`config.mk`:
```
export PLATFORM = sky130hd
export DESIGN_NAME = spi_master_slave_shifter
export DESIGN_NICKNAME = d
export VERILOG_FILES = /design/src/design/spi_port_pkg.sv /design/src/design/spi_port_core.sv /design/src/design/spi_master_slave_shifter.sv
export VERILOG_INCLUDE_DIRS = /design/src /design/src/design
export SDC_FILE = /design/constraint.sdc
export NUM_CORES = 1
export LEC_CHECK = 0
export BUFFER_PORTS_ARGS = -buffer_cell sky130_fd_sc_hd__buf_4
export CAP_MARGIN = 20
export CORE_UTILIZATION = 57
export DETAILED_ROUTE_END_ITERATION = 8
export PLACE_DENSITY = 0.77
export SLEW_MARGIN = 20
export SYNTH_ARGS = -nofsm -noshare
export SYNTH_HDL_FRONTEND = slang
export SYNTH_SLANG_ARGS = --single-unit
```
`constraint.sdc`:
```
create_clock -name clk_in -period 3.43 [get_ports clk_in]
set_input_delay 0 -clock clk_in [delete_from_list [all_inputs] [get_ports clk_in]]
set_output_delay 0 -clock clk_in [all_outputs]
set_load 0.01 [all_outputs]
```
`src/design/spi_port_regs.svh`:
```
// Named constants for the serial port shifter
`ifndef SPI_PORT_REGS_SVH
`define SPI_PORT_REGS_SVH
`define BYTE_W 8
`define BIT_CNT_W 3
`define BIT_LAST 3'h7
`define MSB_POS 7
`define DIV_HALF 8'h05
`define DIV_W 8
`define PORT_COUNT 2
`endif

```
`src/design/spi_port_pkg.sv`:
```
// Types shared by the serial port shifter
package spi_port_pkg;
   typedef enum logic [1:0] {
      ST_IDLE = 2'b00,
      ST_LEAD = 2'b01,
      ST_SHIFT = 2'b11,
      ST_DONE = 2'b10
   } shift_state_e;
   // Pins of one port, split into inputs and drives
   typedef struct packed {
      logic sel_n;
      logic sclk;
      logic serial_in;
   } pins_in_s;
   typedef struct packed {
      logic sel_n;
      logic sel_oe;
      logic sclk;
      logic sclk_oe;
      logic serial_out;
      logic serial_out_oe;
   } pins_out_s;
   typedef struct packed {
      logic valid;
      logic [7:0] data;
   } byte_s;
endpackage : spi_port_pkg

```
`src/design/spi_port_core.sv`:
```
// One serial port able to run as master or slave
`timescale 1ns/100ps
`include "spi_port_regs.svh"
module spi_port_core
   import spi_port_pkg::*;
(
   input wire logic clk_in,
   input wire logic rst_n,
   input wire logic master_in,
   input wire logic start_in,
   input wire logic [7:0] tx_data_in,
   input wire pins_in_s pins_in,
   output pins_out_s pins_out,
   output byte_s rx_out,
   output logic busy_out
);
   // =====================================================
   // Pin synchronisers, three stages
   logic [2:0] sclk_sync_reg, sel_sync_reg, sin_sync_reg;
   logic [2:0] sclk_sync_next, sel_sync_next, sin_sync_next;
   logic sclk_st_reg, sclk_st_next, sel_st_reg, sel_st_next;
   always_comb begin
      sclk_sync_next = {sclk_sync_reg[1:0], pins_in.sclk};
      sel_sync_next = {sel_sync_reg[1:0], pins_in.sel_n};
      sin_sync_next = {sin_sync_reg[1:0], pins_in.serial_in};
      sclk_st_next = (sclk_sync_reg[1] == sclk_sync_reg[2]) ? sclk_sync_reg[2] : sclk_st_reg;
      sel_st_next = (sel_sync_reg[1] == sel_sync_reg[2]) ? sel_sync_reg[2] : sel_st_reg;
   end
   always_ff @(posedge clk_in or negedge rst_n) begin
      if (!rst_n) begin
         sclk_sync_reg <= 3'h0;
         sel_sync_reg <= 3'h7;
         sin_sync_reg <= 3'h0;
         sclk_st_reg <= 1'b0;
         sel_st_reg <= 1'b1;
      end else begin
         sclk_sync_reg <= sclk_sync_next;
         sel_sync_reg <= sel_sync_next;
         sin_sync_reg <= sin_sync_next;
         sclk_st_reg <= sclk_st_next;
         sel_st_reg <= sel_st_next;
      end
   end
   wire logic s_rise = sclk_st_next & ~sclk_st_reg;
   wire logic s_fall = ~sclk_st_next & sclk_st_reg;
   wire logic sel_low = ~sel_st_reg;
   // =====================================================
   // Shift engine
   shift_state_e state_reg, state_next;
   logic [7:0] sh_reg, sh_next;
   logic [`BIT_CNT_W-1:0] cnt_reg, cnt_next;
   logic [`DIV_W-1:0] div_reg, div_next;
   logic sclk_reg, sclk_next, sout_reg, sout_next, smp_reg, smp_next;
   pins_out_s po_reg, po_next;
   byte_s rx_reg, rx_next;
   logic tick;
   logic busy_reg, busy_next;
   always_comb begin
      state_next = state_reg;
      sh_next = sh_reg;
      cnt_next = cnt_reg;
      div_next = div_reg;
      sclk_next = sclk_reg;
      sout_next = sout_reg;
      smp_next = smp_reg;
      rx_next = '{valid: 1'b0, data: rx_reg.data};
      tick = (div_reg == `DIV_HALF);
      if (master_in) begin
         div_next = tick ? '0 : div_reg + 1'b1;
         case (state_reg)
            ST_IDLE: begin
               sclk_next = 1'b0;
               div_next = '0;
               if (start_in) begin
                  sh_next = tx_data_in;
                  sout_next = tx_data_in[`MSB_POS];
                  cnt_next = '0;
                  state_next = ST_SHIFT;
               end
            end
            ST_SHIFT: if (tick) begin
               sclk_next = ~sclk_reg;
               if (!sclk_reg) begin
                  smp_next = sin_sync_reg[2];
               end else begin
                  sh_next = {sh_reg[6:0], smp_reg};
                  sout_next = sh_reg[6];
                  cnt_next = cnt_reg + 1'b1;
                  if (cnt_reg == `BIT_LAST) begin
                     rx_next = '{valid: 1'b1, data: {sh_reg[6:0], smp_reg}};
                     state_next = ST_IDLE;
                  end
               end
            end
            default: state_next = ST_IDLE;
         endcase
      end else begin
         sclk_next = 1'b0;
         case (state_reg)
            ST_IDLE: if (sel_low) begin
               sh_next = tx_data_in;
               sout_next = tx_data_in[`MSB_POS];
               cnt_next = '0;
               state_next = ST_SHIFT;
            end
            ST_SHIFT: begin
               if (!sel_low) begin
                  state_next = ST_IDLE;
               end else if (s_rise) begin
                  smp_next = sin_sync_reg[2];
               end else if (s_fall) begin
                  sh_next = {sh_reg[6:0], smp_reg};
                  cnt_next = cnt_reg + 1'b1;
                  if (cnt_reg == `BIT_LAST) begin
                     rx_next = '{valid: 1'b1, data: {sh_reg[6:0], smp_reg}};
                     sh_next = tx_data_in;
                     sout_next = tx_data_in[`MSB_POS];
                  end else begin
                     sout_next = sh_reg[6];
                  end
               end
            end
            default: state_next = ST_IDLE;
         endcase
      end
      // Master drives select high itself; software picks slave via any pin
      po_next.sel_n = 1'b1;
      po_next.sel_oe = master_in;
      po_next.sclk = sclk_next;
      po_next.sclk_oe = master_in;
      po_next.serial_out = sout_next;
      po_next.serial_out_oe = master_in | (sel_low & (state_next == ST_SHIFT));
      // Registered so the busy flag leaves the block straight from a flip-flop
      busy_next = (state_next != ST_IDLE);
   end
   always_ff @(posedge clk_in or negedge rst_n) begin
      if (!rst_n) begin
         state_reg <= ST_IDLE;
         sh_reg <= 8'h00;
         cnt_reg <= '0;
         div_reg <= '0;
         sclk_reg <= 1'b0;
         sout_reg <= 1'b0;
         smp_reg <= 1'b0;
         po_reg <= '0;
         rx_reg <= '0;
         busy_reg <= 1'b0;
      end else begin
         state_reg <= state_next;
         sh_reg <= sh_next;
         cnt_reg <= cnt_next;
         div_reg <= div_next;
         sclk_reg <= sclk_next;
         sout_reg <= sout_next;
         smp_reg <= smp_next;
         po_reg <= po_next;
         rx_reg <= rx_next;
         busy_reg <= busy_next;
      end
   end
   assign pins_out = po_reg;
   assign rx_out = rx_reg;
   assign busy_out = busy_reg;
endmodule : spi_port_core

```
`src/design/spi_master_slave_shifter.sv`:
```
// Top: two independent serial ports
`timescale 1ns/100ps
`include "spi_port_regs.svh"
// Operation
// - Each port runs as master or slave per its mode input.
// - Master drives select, clock and serial out; samples serial in.
// - Slave takes select, clock, serial in; drives only serial out.
// - Own select pin matters only in slave mode.
// - Master leaves slave selection to any software-driven general pin.
// - Master holds its own select pin high; a general pin selects the slave.
// - Slave enables on select low, then waits for master clock edges.
// - Master shifts one bit out and one in per clock.
// - Slave captures serial in while presenting its own bits.
// - Full duplex bytes: each byte sent also receives one.
// - Two independent port instances with their own pins.
module spi_master_slave_shifter
   import spi_port_pkg::*;
(
   input wire logic clk_in,
   input wire logic rstn_in,
   input wire logic [1:0] master_in,
   input wire logic [1:0] start_in,
   input wire logic [15:0] tx_data_in,
   input wire pins_in_s [1:0] pins_in,
   output pins_out_s [1:0] pins_out,
   output byte_s [1:0] rx_out,
   output logic [1:0] busy_out
);
   // =====================================================
   // Reset release
   logic [1:0] rst_sync_reg;
   always_ff @(posedge clk_in or negedge rstn_in) begin
      if (!rstn_in) begin
         rst_sync_reg <= 2'h0;
      end else begin
         rst_sync_reg <= {rst_sync_reg[0], 1'b1};
      end
   end
   // =====================================================
   // Port instances: index 0 is serial_port_a, 1 is serial_port_b
   genvar g;
   generate
      for (g = 0; g < `PORT_COUNT; g++) begin : g_port
         spi_port_core u_port (
            .clk_in(clk_in),
            .rst_n(rst_sync_reg[1]),
            .master_in(master_in[g]),
            .start_in(start_in[g]),
            .tx_data_in(tx_data_in[g*8 +: 8]),
            .pins_in(pins_in[g]),
            .pins_out(pins_out[g]),
            .rx_out(rx_out[g]),
            .busy_out(busy_out[g])
         );
      end
   endgenerate
endmodule : spi_master_slave_shifter

```
======== Word-level counts from Yosys, hierarchy flattened ========
Index checks and enable logic that the tools add are counted.
Widths: inputs -> output; s select.
word-level totals
  memory bits (read-only) ................. 0
  latch bits .............................. 0
  memories kept ........................... 0
  flip-flop bits (word level) ............. 95
  memory bits (writable) .................. 0
  input bits .............................. 28
  logic and storage cells ................. 238
cells by class
  multiply operators ...................... 0
  div/mod/pow operators ................... 0
  muxes and demuxes ....................... 126
  reductions and logical operators ........ 18
  shift-type cells ........................ 0
  bitwise logic cells ..................... 16
  eq/ne operators ......................... 38
  order comparisons ....................... 0
  add/sub/neg operators ................... 4
operators by type and width
  cell                 number
  $mux 9               18
  $mux 7               18
  $pmux 7 s2           4
  $mux 3               16
  $mux 1               38
  $mux 8               4
  $mux 2               14
  $ne 3x3->1 const B   8
  $pmux 3 s2           4
  $ne 3x2->1 const B   6
  $add 8x1->8 const B  2
  $eq 8x3->1 const B   2
  $pmux 2 s2           4
  $reduce_and 8->1     2
  $reduce_bool 2->1    8
  $ne 2x2->1 const B   6
  $pmux 1 s2           6
  $reduce_and 6->1     2
  $reduce_and 5->1     2
  $eq 2x2->1 const B   4
  $ne 2x1->1 const B   4
  $not 1->1            8
  $add 3x1->3 const B  2
  $and 1x1->1          6
  other kinds (6)      14

======== Longest topological paths before layout ========
Gate-level depths: netlist (run 1).
  depth after elaboration ................. 9
  gate-level depth with buffers ........... 7
  depth with buffers taken out ............ 6

======== Modules after synthesis ========
A second synthesis (run 1) with hierarchy kept.
unflattened totals
  cell total of the unflattened synthesis .. 356
  area, all modules ....................... 4478.0 um^2
by module, submodules not included
  module                            seq. area each (um^2)  cells an instance  area an instance (um^2)  times used
  spi_port_core (g_port[0].u_port)  1181.1                 178                2225.9                   1
  spi_port_core (g_port[1].u_port)  1181.1                 175                2198.4                   1
  spi_master_slave_shifter          50.0                   3                  53.8                     1

======== Worst setup path after synthesis (run 1) ========
No wires, ideal clock.
  path kind ............................... reg-to-reg
  start point ............................. register g_port[0].u_port.div_reg[1]
  end point ............................... register g_port[0].u_port.cnt_reg[0]
  stages on the path, launching flop included .. 8
  path buffers ............................ 1
  setup slack ............................. 1.499 ns
  period minus slack after synthesis ...... 1.931 ns
  arrival time ............................ 1.807 ns
  path through ............................ dfrtp_1 -> inv_1 -> ha_1 -> and3b_1 -> nand4_1 -> a311oi_2 -> buf_6 -> mux2_2
on the way
  longest elaborated chain between the ends .. 3
RTL lines
  item                               RTL line              text
  start, declared                    spi_port_core.sv:52   logic [`DIV_W-1:0] div_reg, div_next;
  start signal, assigned             spi_port_core.sv:152  div_reg <= div_next;
  $eq 8x3->1 (no source line)        n/a
  $ne 3x2->1 (no source line)        n/a
  $reduce_and 8->1 (no source line)  n/a
  end signal, assigned               spi_port_core.sv:151  cnt_reg <= cnt_next;
  end, declared                      spi_port_core.sv:51   logic [`BIT_CNT_W-1:0] cnt_reg, cnt_next;
Every way passes these cells.
A chain may end at the register's enable or synchronous reset.

======== Worst setup path in the final report (run 1) ========
  start point ............................. register g_port[1].u_port.div_reg[1]
  end point ............................... register g_port[1].u_port.sh_reg[3]
on the way
  longest elaborated chain between the ends .. 3
RTL lines
  item                               RTL line              text
  start, declared                    spi_port_core.sv:52
  start signal, assigned             spi_port_core.sv:152
  $eq 8x3->1 (no source line)        n/a
  $ne 3x2->1 (no source line)        n/a
  $reduce_and 8->1 (no source line)  n/a
  end signal, assigned               spi_port_core.sv:150  sh_reg <= sh_next;
  end, declared                      spi_port_core.sv:50   logic [7:0] sh_reg, sh_next;
Every way passes these cells.

==> results of run 1 <==
-- how the worst min path moves through the flow --
| stage | from | end |
|---|---|---|
| global placement | rstn_in | rst_sync_reg[0]$_DFF_PN0_ |
| detailed placement | rstn_in | rst_sync_reg[0]$_DFF_PN0_ |
| CTS | tx_data_in[1] | g_port[0].u_port.sh_reg[1]$_DFFE_PN0P_ |
| floorplan | rstn_in | rst_sync_reg[0]$_DFF_PN0_ |
| global route | tx_data_in[6] | g_port[0].u_port.sh_reg[6]$_DFFE_PN0P_ |
| finish | tx_data_in[6] | g_port[0].u_port.sh_reg[6]$_DFFE_PN0P_ |
-- area by class of cell --
type                            instances  area [sq um]
Clock buffer                            9           124
Sequential cell                        95          2390
Fill cell                             538          2060
Timing Repair Buffer                   87           716
Multi-Input combinational cell        214          1750
Clock inverter                          7          63.8
Tap cell                               99           124
Inverter                               17          63.8
-- per-layer routing --
| layer | up-vias | routed length, um | track usage |
|---|---|---|---|
| met5 | - | 0 | 0 |
| met4 | 0 | 63 | 0.0606 |
| met3 | 7 | 240 | 0.0499 |
| met2 | 54 | 3910 | 0.360 |
| met1 | 1407 | 3510 | 0.277 |
| li1 | 1380 | - | - |
-- worst reg2reg max path, stage by stage, from the launching register on --
cell and delay, ps:
dfrtp_1 420, inv_1 80, ha_1 140, nor4b_4 330
a21oi_2 110, a221o_1 620, mux2_4 400
-- power groups by stage --
stage                     sequential [mW]  clock (mW)  combinational [mW]
after floorplan                      1.46           0               0.727
after global placement               1.49           0               0.833
after detailed placement             1.51           0               0.868
after CTS                            1.49       0.715               0.892
after global routing                 1.52       0.758               0.978
final                                1.49       0.694               0.888
-- cells in the mapped netlist, types with 3 or more instances --
library cell	instances	area share
nor2_1	11	0.0096
o211ai_1	3	0.0052
a22o_1	4	0.0081
mux2_2	45	0.12
dfstp_2	8	0.049
inv_1	17	0.015
nand3_1	8	0.0093
o21a_1	3	0.0052
ha_1	12	0.035
o21ai_0	13	0.015
mux2i_1	6	0.014
maj3_1	4	0.0093
nor3_1	7	0.0081
buf_4	9	0.016
clkbuf_1	3	0.0026
a21oi_2	3	0.0061
nand2_1	19	0.017
nor2b_1	7	0.010
a21boi_0	3	0.0052
nor4_1	5	0.0073
a21oi_1	7	0.0081
mux2_4	8	0.028
dfrtp_1	87	0.50
and3_1	3	0.0044
nand2b_1	3	0.0044
or2_2	3	0.0044
-- logic make-up after synthesis --
| logic type | synth area share |
|---|---|
| adder cells (fa/ha/maj) | 0.0441 |
| other | 0.000869 |
| AO/OA/AOI/OAI | 0.0917 |
| XOR/XNOR | 0.00406 |
| multiplexers | 0.159 |
| AND/OR/NAND/NOR | 0.106 |
| buffers and inverters | 0.0406 |
| flip-flops | 0.554 |
-- metrics by stage --
step | setup WS [ps] | power (mW) | std cells | hold WS (ps) | area [sq um]
floorplan | 602 | 2.19 | 342 | -296 | 4320
global placement | 1320 | 2.33 | 487 | -216 | 4800
detailed placement | 1240 | 2.38 | 487 | -217 | 4800
CTS | 1230 | 3.09 | 527 | 5.77 | 5230
global route | 1090 | 3.25 | 528 | 7.17 | 5240
finish | 1230 | 3.07 | 528 | 17.3 | 5240
-- timing repair --
action / in CTS / in global routing
endpoints found under the setup margin: 0 / 0
resized for setup: 0 / 0
hold buffers: 24 / 1
hold endpoints to repair: 28 / 1
==> reports/metrics.csv, run 1 <==
metric,value,unit
tritoncts,yes,
drv_slew,0,
r2r-start,g_port[1].u_port.div_reg[1]$_DFFE_PN0P_,
viasPerCell,5.39,
final_cell_mix,"dfrtp_1, buf_4, mux2_2, dlygate4sd3_1, nand2_1",
first_iter_violations,105,
critPathArrivalTime,2460,ps
startpoint,g_port[1].u_port.div_reg[1]$_DFFE_PN0P_,
synth_edf_count,0,
postRouteAntennaNets,0,
drv_cap,0,
power_density,586,nW/um^2
grt_pass1_vias,2767,
p_leak,2.46,nW
swShare,0.321,
syn2layout_area_growth,21.4,%
root_buffer,clkbuf_8,
worstPathRequired,3680,ps
grt_max_degree,50,
avgSynthCellArea,12.6,sq um
finalHoldViolations,0,
synth-async-reset-ratio,1.00,
crit_type,reg2reg,
fin_setup_tns,0,ps
yosysUniqueCellTypes,57,
cp_max_fo,11,
path_clk_slew,100,ps
whs_path_depth,3,
ioPinCount,60,
antenna_cells,0,
wl_per_cell,14.6,um
endpoint,g_port[1].u_port.sh_reg[3]$_DFFE_PN0P_,
rsz0062_at_grt,no,
grt_pass1_wl,12800,um
finClkSkew,10.4,ps
largest_reg_flops,18,
die_y,89.0,um
reg2reg_depth,6,
synthFlopType,dfrtp_1,
yosysWarnings,0,
layout-drive-gt1-share,0.364,
peakVddDrop,0.435,mV
detail_route.first_pass.iterations,4,
path_cells,inv_1 > ha_1 > nor4b_4 > a21oi_2 > a221o_1 > mux2_4,
min_path_type,in2reg,
max_slew.worst_pin.slew,754,ps
power_frac_seq,0.485,
drc,0,
grt-ovfl-total,0,
vias,2848,
cts.sinks,95,
cts_max_path_buffers,2,
start_util,0.591,
seq_area_frac_synth,0.554,
startpoint_type,flop,
period_needed,2200,ps
critPathBufInv,1,
status,completed,
hpwl,5270,um
worstReg2RegEnd,g_port[1].u_port.sh_reg[3]$_DFFE_PN0P_,
p_comb_frac,0.289,
cts_setup_buffers,0,
fin_crit_sh,0.642,
h-tree-depth,3,
gp_congestion,0.847,
core.rowCount,31,
mostFrequentLayoutCell,dfrtp_1,
cpLargestDelayFamily,compound AO/OA/AOI/OAI gates,
dieWidth,89.0,um
wl,7730,um
cp-end-kind,flop,
fin_nets,464,
setup_viol,0,
cp.depth,6,
power_frac_clock,0.226,
relSlewSlack,0.494,
final_util,0.718,
max_freq,454,MHz
antenna_found_initial,0,
slowest_delay,620,ps
dieArea,7920,sq um
cts_made_buffers,9,
clkLatencyLatePin,360,ps
io_buffer_count,59,
p_sw,0.984,mW
cp_slowest_cell,a221o_1,
syn_inst,341,
track_usage,0.213,
synth.cell_area,4310,sq um
ys_ff_latch,95,
core_region_area,7290,sq um
intPower,2.08,mW
r2r_slack,1230,ps
No activity file was read; power rests on OpenSTA's default activity.
==> run 2, diff against run 1 <==
Settings changed: ABC_AREA from default to 1, CORE_UTILIZATION 57 to 53, PLACE_DENSITY 0.77 to 0.74.
Clock period 3.43 ns to 2 ns, I/O delays scaled along.
==> run 2 against run 1 <==
  * Cell count up 62%
  * Total power grew 87%
  * Die area grew 28%
  * Synthesized cell count increased by 91%
  * Final area rose by 16%
  * Clock-buffer cell count unchanged
  * Clock power rose by 95%
  * Critical path depth up 4
  * Sequential power grew 67%
  * Utilization is 6.4 points lower
  * Via count rose by 63%
  * Maximum frequency is 25% higher
  * Critical endpoint is now g_port[1].u_port.sh_reg[0]$_DFFE_PN0P_
  * Highest routed layer unchanged
==> reports/metrics.csv, run 2 <==
metric,value,unit,change
p_comb_frac,0.330,,+0.041
wl_per_cell,13.7,um,-6.4%
layout-drive-gt1-share,0.161,,-0.203
cts.sinks,95,,unchanged
avgSynthCellArea,7.92,sq um,-37%
critPathArrivalTime,2020,ps,-440 ps
drv_slew,0,,unchanged
cts_made_buffers,9,,unchanged
cts_setup_buffers,0,,unchanged
track_usage,0.249,,+0.0357
grt-ovfl-total,0,,unchanged
swShare,0.380,,+0.0597
die_y,101,um,+13%
ioPinCount,60,,unchanged
antenna_found_initial,0,,unchanged
fin_nets,763,,+64%
postRouteAntennaNets,0,,unchanged
ys_ff_latch,95,,unchanged
ys_top_cells_by_area,"dfrtp_1, nand2_1, nand3_1",,
wl,11700,um,+52%
yosysUniqueCellTypes,34,,-40%
vias,4639,,+63%
path_cells,ha_1 > ha_1 > inv_1 > nand2_1 > nand2_1 > nand2_1 > o21ai_0 > inv_1 > nand3_1 > nand2_1,,
r2r_slack,240,ps,-980 ps
dieArea,10100,sq um,+28%
dieWidth,101,um,+13%
n_fill_cell,796,,+48%
clkLatencyLatePin,370,ps,about the same
fin_crit_sh,0.878,,+0.236
grt_pass1_vias,4399,,+59%
final_cell_mix,"nand2_1, nand3_1, dfrtp_1, inv_1, buf_4",,
p_leak,3.01,nW,+23%
fin_setup_tns,0,ps,unchanged
intPower,3.56,mW,+71%
start_util,0.552,,-0.0396
gp_congestion,0.868,,+2.5%
p_total,5.75,mW,+87%
cp_max_fo,16,,+5
crit_type,reg2reg,,
rsz0062_at_grt,no,,
antenna_cells,0,,unchanged
max_freq,569,MHz,+25%
grt_pass1_wl,20000,um,+56%
power_frac_clock,0.236,,+0.010
synthFlopType,dfrtp_1,,
power_density,942,nW/um^2,+61%
drv_cap,0,,unchanged
status,completed,,
finClkSkew,14.8,ps,+4.33 ps
detail_route.first_pass.iterations,5,,+1
largest_reg_flops,18,,unchanged
viasPerCell,5.41,,+0.35%
core_region_area,9330,sq um,+28%
layoutNonFillerInstCount,857,,+62%
h-tree-depth,3,,unchanged
synth.cell_area,5150,sq um,+19%
min_path_type,in2reg,,
startpoint_type,flop,,
synth_common_cells,"nand2_1, nand3_1, dfrtp_1, inv_1, o21ai_0",,
synth-async-reset-ratio,1.00,,unchanged
period_needed,1760,ps,-447 ps
yosys.cell_count.top_type,nand2_1,,
yosys.area.top_type_share,0.423,,-0.0818
holdWs,18.8,ps,+1.51 ps
cts_max_path_buffers,2,,unchanged
cp_slowest_cell,dfrtp_1,,
setup_viol,0,,unchanged
finalHoldViolations,0,,unchanged
first_iter_violations,355,,+240%
syn_inst,650,,+91%
drc,0,,unchanged
io_buffer_count,59,,unchanged
grt_max_degree,37,,-26%
p_sw,2.18,mW,+120%
seq_area_frac_synth,0.464,,-0.0897
worstPathRequired,2260,ps,-1420 ps
tritoncts,yes,,
root_buffer,clkbuf_8,,
power_frac_seq,0.434,,-0.051
yosysTopAreaCell,dfrtp_1,,
final_util,0.654,,-0.0643
yosysWarnings,0,,unchanged
hpwl,8170,um,+55%
synth_edf_count,0,,unchanged
cp-end-kind,flop,,
worst_path_most_repeated_cell,nand2_1,,
slowest_delay,410,ps,-210 ps
peakVddDrop,0.491,mV,+13%
mostFrequentLayoutCell,nand2_1,,
core.rowCount,35,,+13%
path_clk_slew,90,ps,about the same
syn2layout_area_growth,18.5,%,
placed_cells,816,,+68%
-- run 2: cell types whose count changed after synthesis, sizes merged, moves of 35 or more --
cell and change:
mux2 -53, nor2 +41, inv +65, nand3 +84
nand2 +129, o21ai +35
-- run 2: repair_timing --
action                                 in CTS  in global routing
hold buffers                               25                  0
endpoints found under the hold margin      25                  0
gates resized for setup                     0                  0
-- run 2: cells by family after synthesis --
family / Yosys count / synth area share
adder cells (fa/ha/maj): 14 / 0.0331
AO/OA/AOI/OAI: 77 / 0.0860
flip-flops: 95 / 0.464
XOR/XNOR: 4 / 0.00681
other: 1 / 0.000729
buffers and inverters: 118 / 0.105
AND/OR/NAND/NOR: 341 / 0.304
-- run 2: layout make-up --
cell class | instances | area [sq um] | area share
Tap cell | 129 | 161 | 0.0265
Multi-Input combinational cell | 438 | 2220 | 0.364
Clock buffer | 9 | 124 | 0.0203
Inverter | 82 | 310 | 0.0509
Timing Repair Buffer | 97 | 803 | 0.132
Clock inverter | 7 | 87.6 | 0.0144
Sequential cell | 95 | 2390 | 0.392
-- run 2: metrics by stage --
stage / cell area (sq um) / setup slack (ps)
after floorplan: 5150 / 343
after global placement: 5640 / 294
after detailed placement: 5640 / 257
after CTS: 6100 / 237
after global routing: 6100 / 15.7
final: 6100 / 244
-- run 2: routing by layer --
layer,share of wire,global-route usage,wire (um),vias to the layer above
met2,0.46,0.391,5360,159
li1,-,-,-,2264
met1,0.47,0.349,5530,2202
met4,0.013,0.0814,155,0
met3,0.058,0.0458,684,14
met5,0,0,0,-
-- run 2: worst max-delay path: cells and delay by family (launching register included) --
family / cells / cell delay (ps)
fa+ha+maj: 2 / 420
compound gates: 1 / 90
flops: 1 / 410
simple gates: 5 / 610
buf+inv: 2 / 120
-- run 2: power by group through the flow --
stage / combinational [mW] / clock [mW] / sequential, mW
after floorplan: 1.48 / 0 / 2.49
after global placement: 1.78 / 0 / 2.51
after detailed placement: 1.84 / 0 / 2.53
after CTS: 1.89 / 1.38 / 2.49
after global routing: 2.16 / 1.46 / 2.54
final: 1.90 / 1.35 / 2.49
-- run 2: worst paths after layout --
path,from,end,depth (start not counted)
hold / removal,tx_data_in[5],g_port[0].u_port.sh_reg[5]$_DFFE_PN0P_,5
setup / recovery,g_port[1].u_port.cnt_reg[0]$_DFFE_PN0P_,g_port[1].u_port.sh_reg[0]$_DFFE_PN0P_,10
setup reg to reg,g_port[1].u_port.cnt_reg[0]$_DFFE_PN0P_,g_port[1].u_port.sh_reg[0]$_DFFE_PN0P_,10
hold reg to reg,rst_sync_reg[1]$_DFF_PN0_,g_port[0].u_port.div_reg[3]$_DFFE_PN0P_,0
min in group asynchronous,rst_sync_reg[1]$_DFF_PN0_,g_port[0].u_port.div_reg[3]$_DFFE_PN0P_,0
max in group asynchronous,rst_sync_reg[1]$_DFF_PN0_,g_port[0].u_port.sel_sync_reg[1]$_DFF_PN1_,1
==> run 3, diff against run 2 <==
Settings changed: CORE_UTILIZATION 53 to 51, PLACE_DENSITY 0.74 to 0.72, SYNTH_HIERARCHICAL from default to 1.
==> run 3 against run 2 <==
  * Non-clock buffer count decreased by 16
  * Via count grew 3.1%
  * Flip-flop and latch count is 1 higher
  * Synthesized cell count up 9.4%
  * Combinational power down 5%
  * Sequential share of layout area decreased by 1.1 points
  * Area after synthesis rose by 7.1%
  * Maximum frequency is 4.3% lower
  * Global-route usage down 1.9 points
  * Cell count increased by 6.5%
  * Critical endpoint is now g_port[0].u_port/sh_reg[4]$_DFFE_PN0P_
==> reports/metrics.csv, run 3 <==
metric,value,unit,change
start_util,0.529,,-0.0224
synth-async-reset-ratio,1.00,,unchanged
antenna_cells,0,,unchanged
antenna_found_initial,0,,unchanged
mostFrequentLayoutCell,nand2_1,,
cts.sinks,96,,+1.1%
first_iter_violations,317,,-11%
slowest_delay,410,ps,about the same
reg2reg_depth,9,,-1
root_buffer,clkbuf_8,,
period_needed,1830,ps,+78.6 ps
hpwl,8650,um,+5.8%
ioPinCount,60,,unchanged
startpoint_type,flop,,
syn2layout_area_growth,15.1,%,
yosysUniqueCellTypes,40,,+18%
layout-drive-gt1-share,0.185,,+0.0246
viasPerCell,5.24,,-3.2%
critPathArrivalTime,2150,ps,+130 ps
detail_route.first_pass.iterations,5,,unchanged
grt-ovfl-total,0,,unchanged
peakVddDrop,0.448,mV,-8.9%
finalHoldViolations,0,,unchanged
max_freq,545,MHz,-4.3%
track_usage,0.230,,-0.0189
ys_ff_latch,96,,+1.1%
p_leak,3.23,nW,+7.2%
cp-end-kind,flop,,
core_region_area,10400,sq um,+12%
yosysWarnings,6,,+6
seq_area_frac_synth,0.437,,-0.0264
dieWidth,106,um,+5.4%
gp_congestion,0.867,,-0.14%
power_density,905,nW/um^2,-3.9%
avgSynthCellArea,7.76,sq um,-2.0%
fin_nets,812,,+6.4%
cts_max_path_buffers,2,,unchanged
syn_inst,711,,+9.4%
core.rowCount,37,,+5.7%
rsz0062_at_grt,yes,,
yosys.area.top_type_share,0.399,,-0.0237
synth_common_cells,"nand2_1, inv_1, dfrtp_1, o21ai_0, nor2_1",,
die_y,106,um,+5.4%
finClkSkew,13.5,ps,-1.31 ps
worst_path_most_repeated_cell,nand2_1,,
worstPathRequired,2310,ps,+50 ps
drc,0,,unchanged
clkLatencyLatePin,370,ps,about the same
yosysTopAreaCell,dfrtp_1,,
ys_top_cells_by_area,"dfrtp_1, nand2_1, o21ai_0",,
path_clk_slew,100,ps,about the same
io_buffer_count,59,,unchanged
fin_ws,165,ps,-78.6 ps
cpLargestDelayFamily,adder cells,,
fin_area,6350,sq um,+4.1%
placed_cell_area,6040,sq um,+7.2%
fin_crit_sh,0.917,,+0.0393
wl,12100,um,+3.5%
synth.cell_area,5520,sq um,+7.1%
seq_area,2420,sq um,+1.0%
grt_pass1_vias,4524,,+2.8%
critPathBufInv,1,,-1
vias,4782,,+3.1%
cp.depth,9,,-1
drv_slew,0,,unchanged
cts_resized,0,,unchanged
drv_cap,0,,unchanged
cp_max_fo,12,,-4
whs_path_depth,2,,-3
post-place-ws,215,ps,-42.0 ps
syn_nets,751,,
min_path_type,in2reg,,
postRouteAntennaNets,0,,unchanged
synth_edf_count,0,,unchanged
synthFlopType,dfrtp_1,,
status,completed,,
yosys.cell_count.top_type,nand2_1,,
crit_type,reg2reg,,
largest_reg_flops,18,,unchanged
path_cells,ha_1 > ha_1 > inv_1 > nand2_1 > nand2_1 > o21ai_0 > o21ai_0 > nand3_1 > nand2_1,,
grt_max_degree,45,,+22%
multi_input_area,2530,sq um,+14%
wl_per_cell,13.3,um,-2.8%
grt_pass1_wl,20700,um,+3.2%
cp_slowest_cell,dfrtp_1,,
dieArea,11200,sq um,+11%
n_fill_cell,928,,+17%
final_cell_mix,"nand2_1, inv_1, dfrtp_1, o21ai_0, buf_4",,
tritoncts,yes,,
h-tree-depth,3,,unchanged
cts_made_buffers,9,,unchanged
setup_viol,0,,unchanged
run 3: routing by layer:
layer  global-route usage  vias up  share of wire
li1                     -     2380              -
met1                0.291     2246           0.44
met2                0.393      137           0.49
met3               0.0313       19          0.046
met4               0.0992        0          0.023
met5                    0        -              0
run 3: repair_timing:
item                       CTS  global route
hold endpoints to repair     9             0
hold buffers                 9             0
setup endpoints to repair    0             2
setup buffers                0             0
run 3: where the power goes:
part | internal [mW] | total, mW | switching [mW]
clock network | 0.601 | 1.33 | 0.731
logic | 0.668 | 1.81 | 1.14
registers | 2.26 | 2.60 | 0.341
total | 3.53 | 5.75 | 2.21
run 3: final cells by class:
class,instances,share of cell area
multi-input combinational,486,0.398
sequential,96,0.381
timing repair buffer,81,0.101
inverter,98,0.0595
tap,136,0.0268
clock buffer,9,0.0195
clock inverter,7,0.0140
run 3: cell families (layout without fill, tap and decap cells):
logic type,Yosys count,after routing,synth area share
flip-flops,96,96,0.437
AND/OR/NAND/NOR,362,362,0.320
buffers and inverters,129,195,0.104
other,3,3,0.00204
XOR/XNOR,8,8,0.0127
AO/OA/AOI/OAI,99,99,0.0926
adder cells (fa/ha/maj),14,14,0.0309
run 3: final timing paths:
| path | from | endpoint | slack [ps] |
|---|---|---|---|
| worst max-delay path | g_port[0].u_port/cnt_reg[0]$_DFFE_PN0P_ | g_port[0].u_port/sh_reg[4]$_DFFE_PN0P_ | 170 |
| worst min-delay path | master_in[0] | g_port[0].u_port/pins_out[2]$_DFF_PN0_ | 20 |
| worst max register to register | g_port[0].u_port/cnt_reg[0]$_DFFE_PN0P_ | g_port[0].u_port/sh_reg[4]$_DFFE_PN0P_ | 170 |
| worst min register to register | rst_sync_reg[1]$_DFF_PN0_ | g_port[1].u_port/rx_out[1]$_DFFE_PN0P_ | 270 |
| max in group asynchronous | rst_sync_reg[1]$_DFF_PN0_ | g_port[0].u_port/sel_sync_reg[1]$_DFF_PN1_ | 1050 |
| min in group asynchronous | rst_sync_reg[1]$_DFF_PN0_ | g_port[1].u_port/rx_out[1]$_DFFE_PN0P_ | 270 |
run 3: metrics by stage:
step	power, mW	std cells	hold WS (ps)	util	setup TNS, ps
after global placement	4.35	888	-218	0.580	0
after detailed placement	4.44	888	-215	0.580	0
final	5.75	913	22.5	0.609	0
after floorplan	4.03	711	-296	-	0
after global routing	6.16	913	20.0	0.609	-6.46
after CTS	5.80	913	9.99	0.609	0
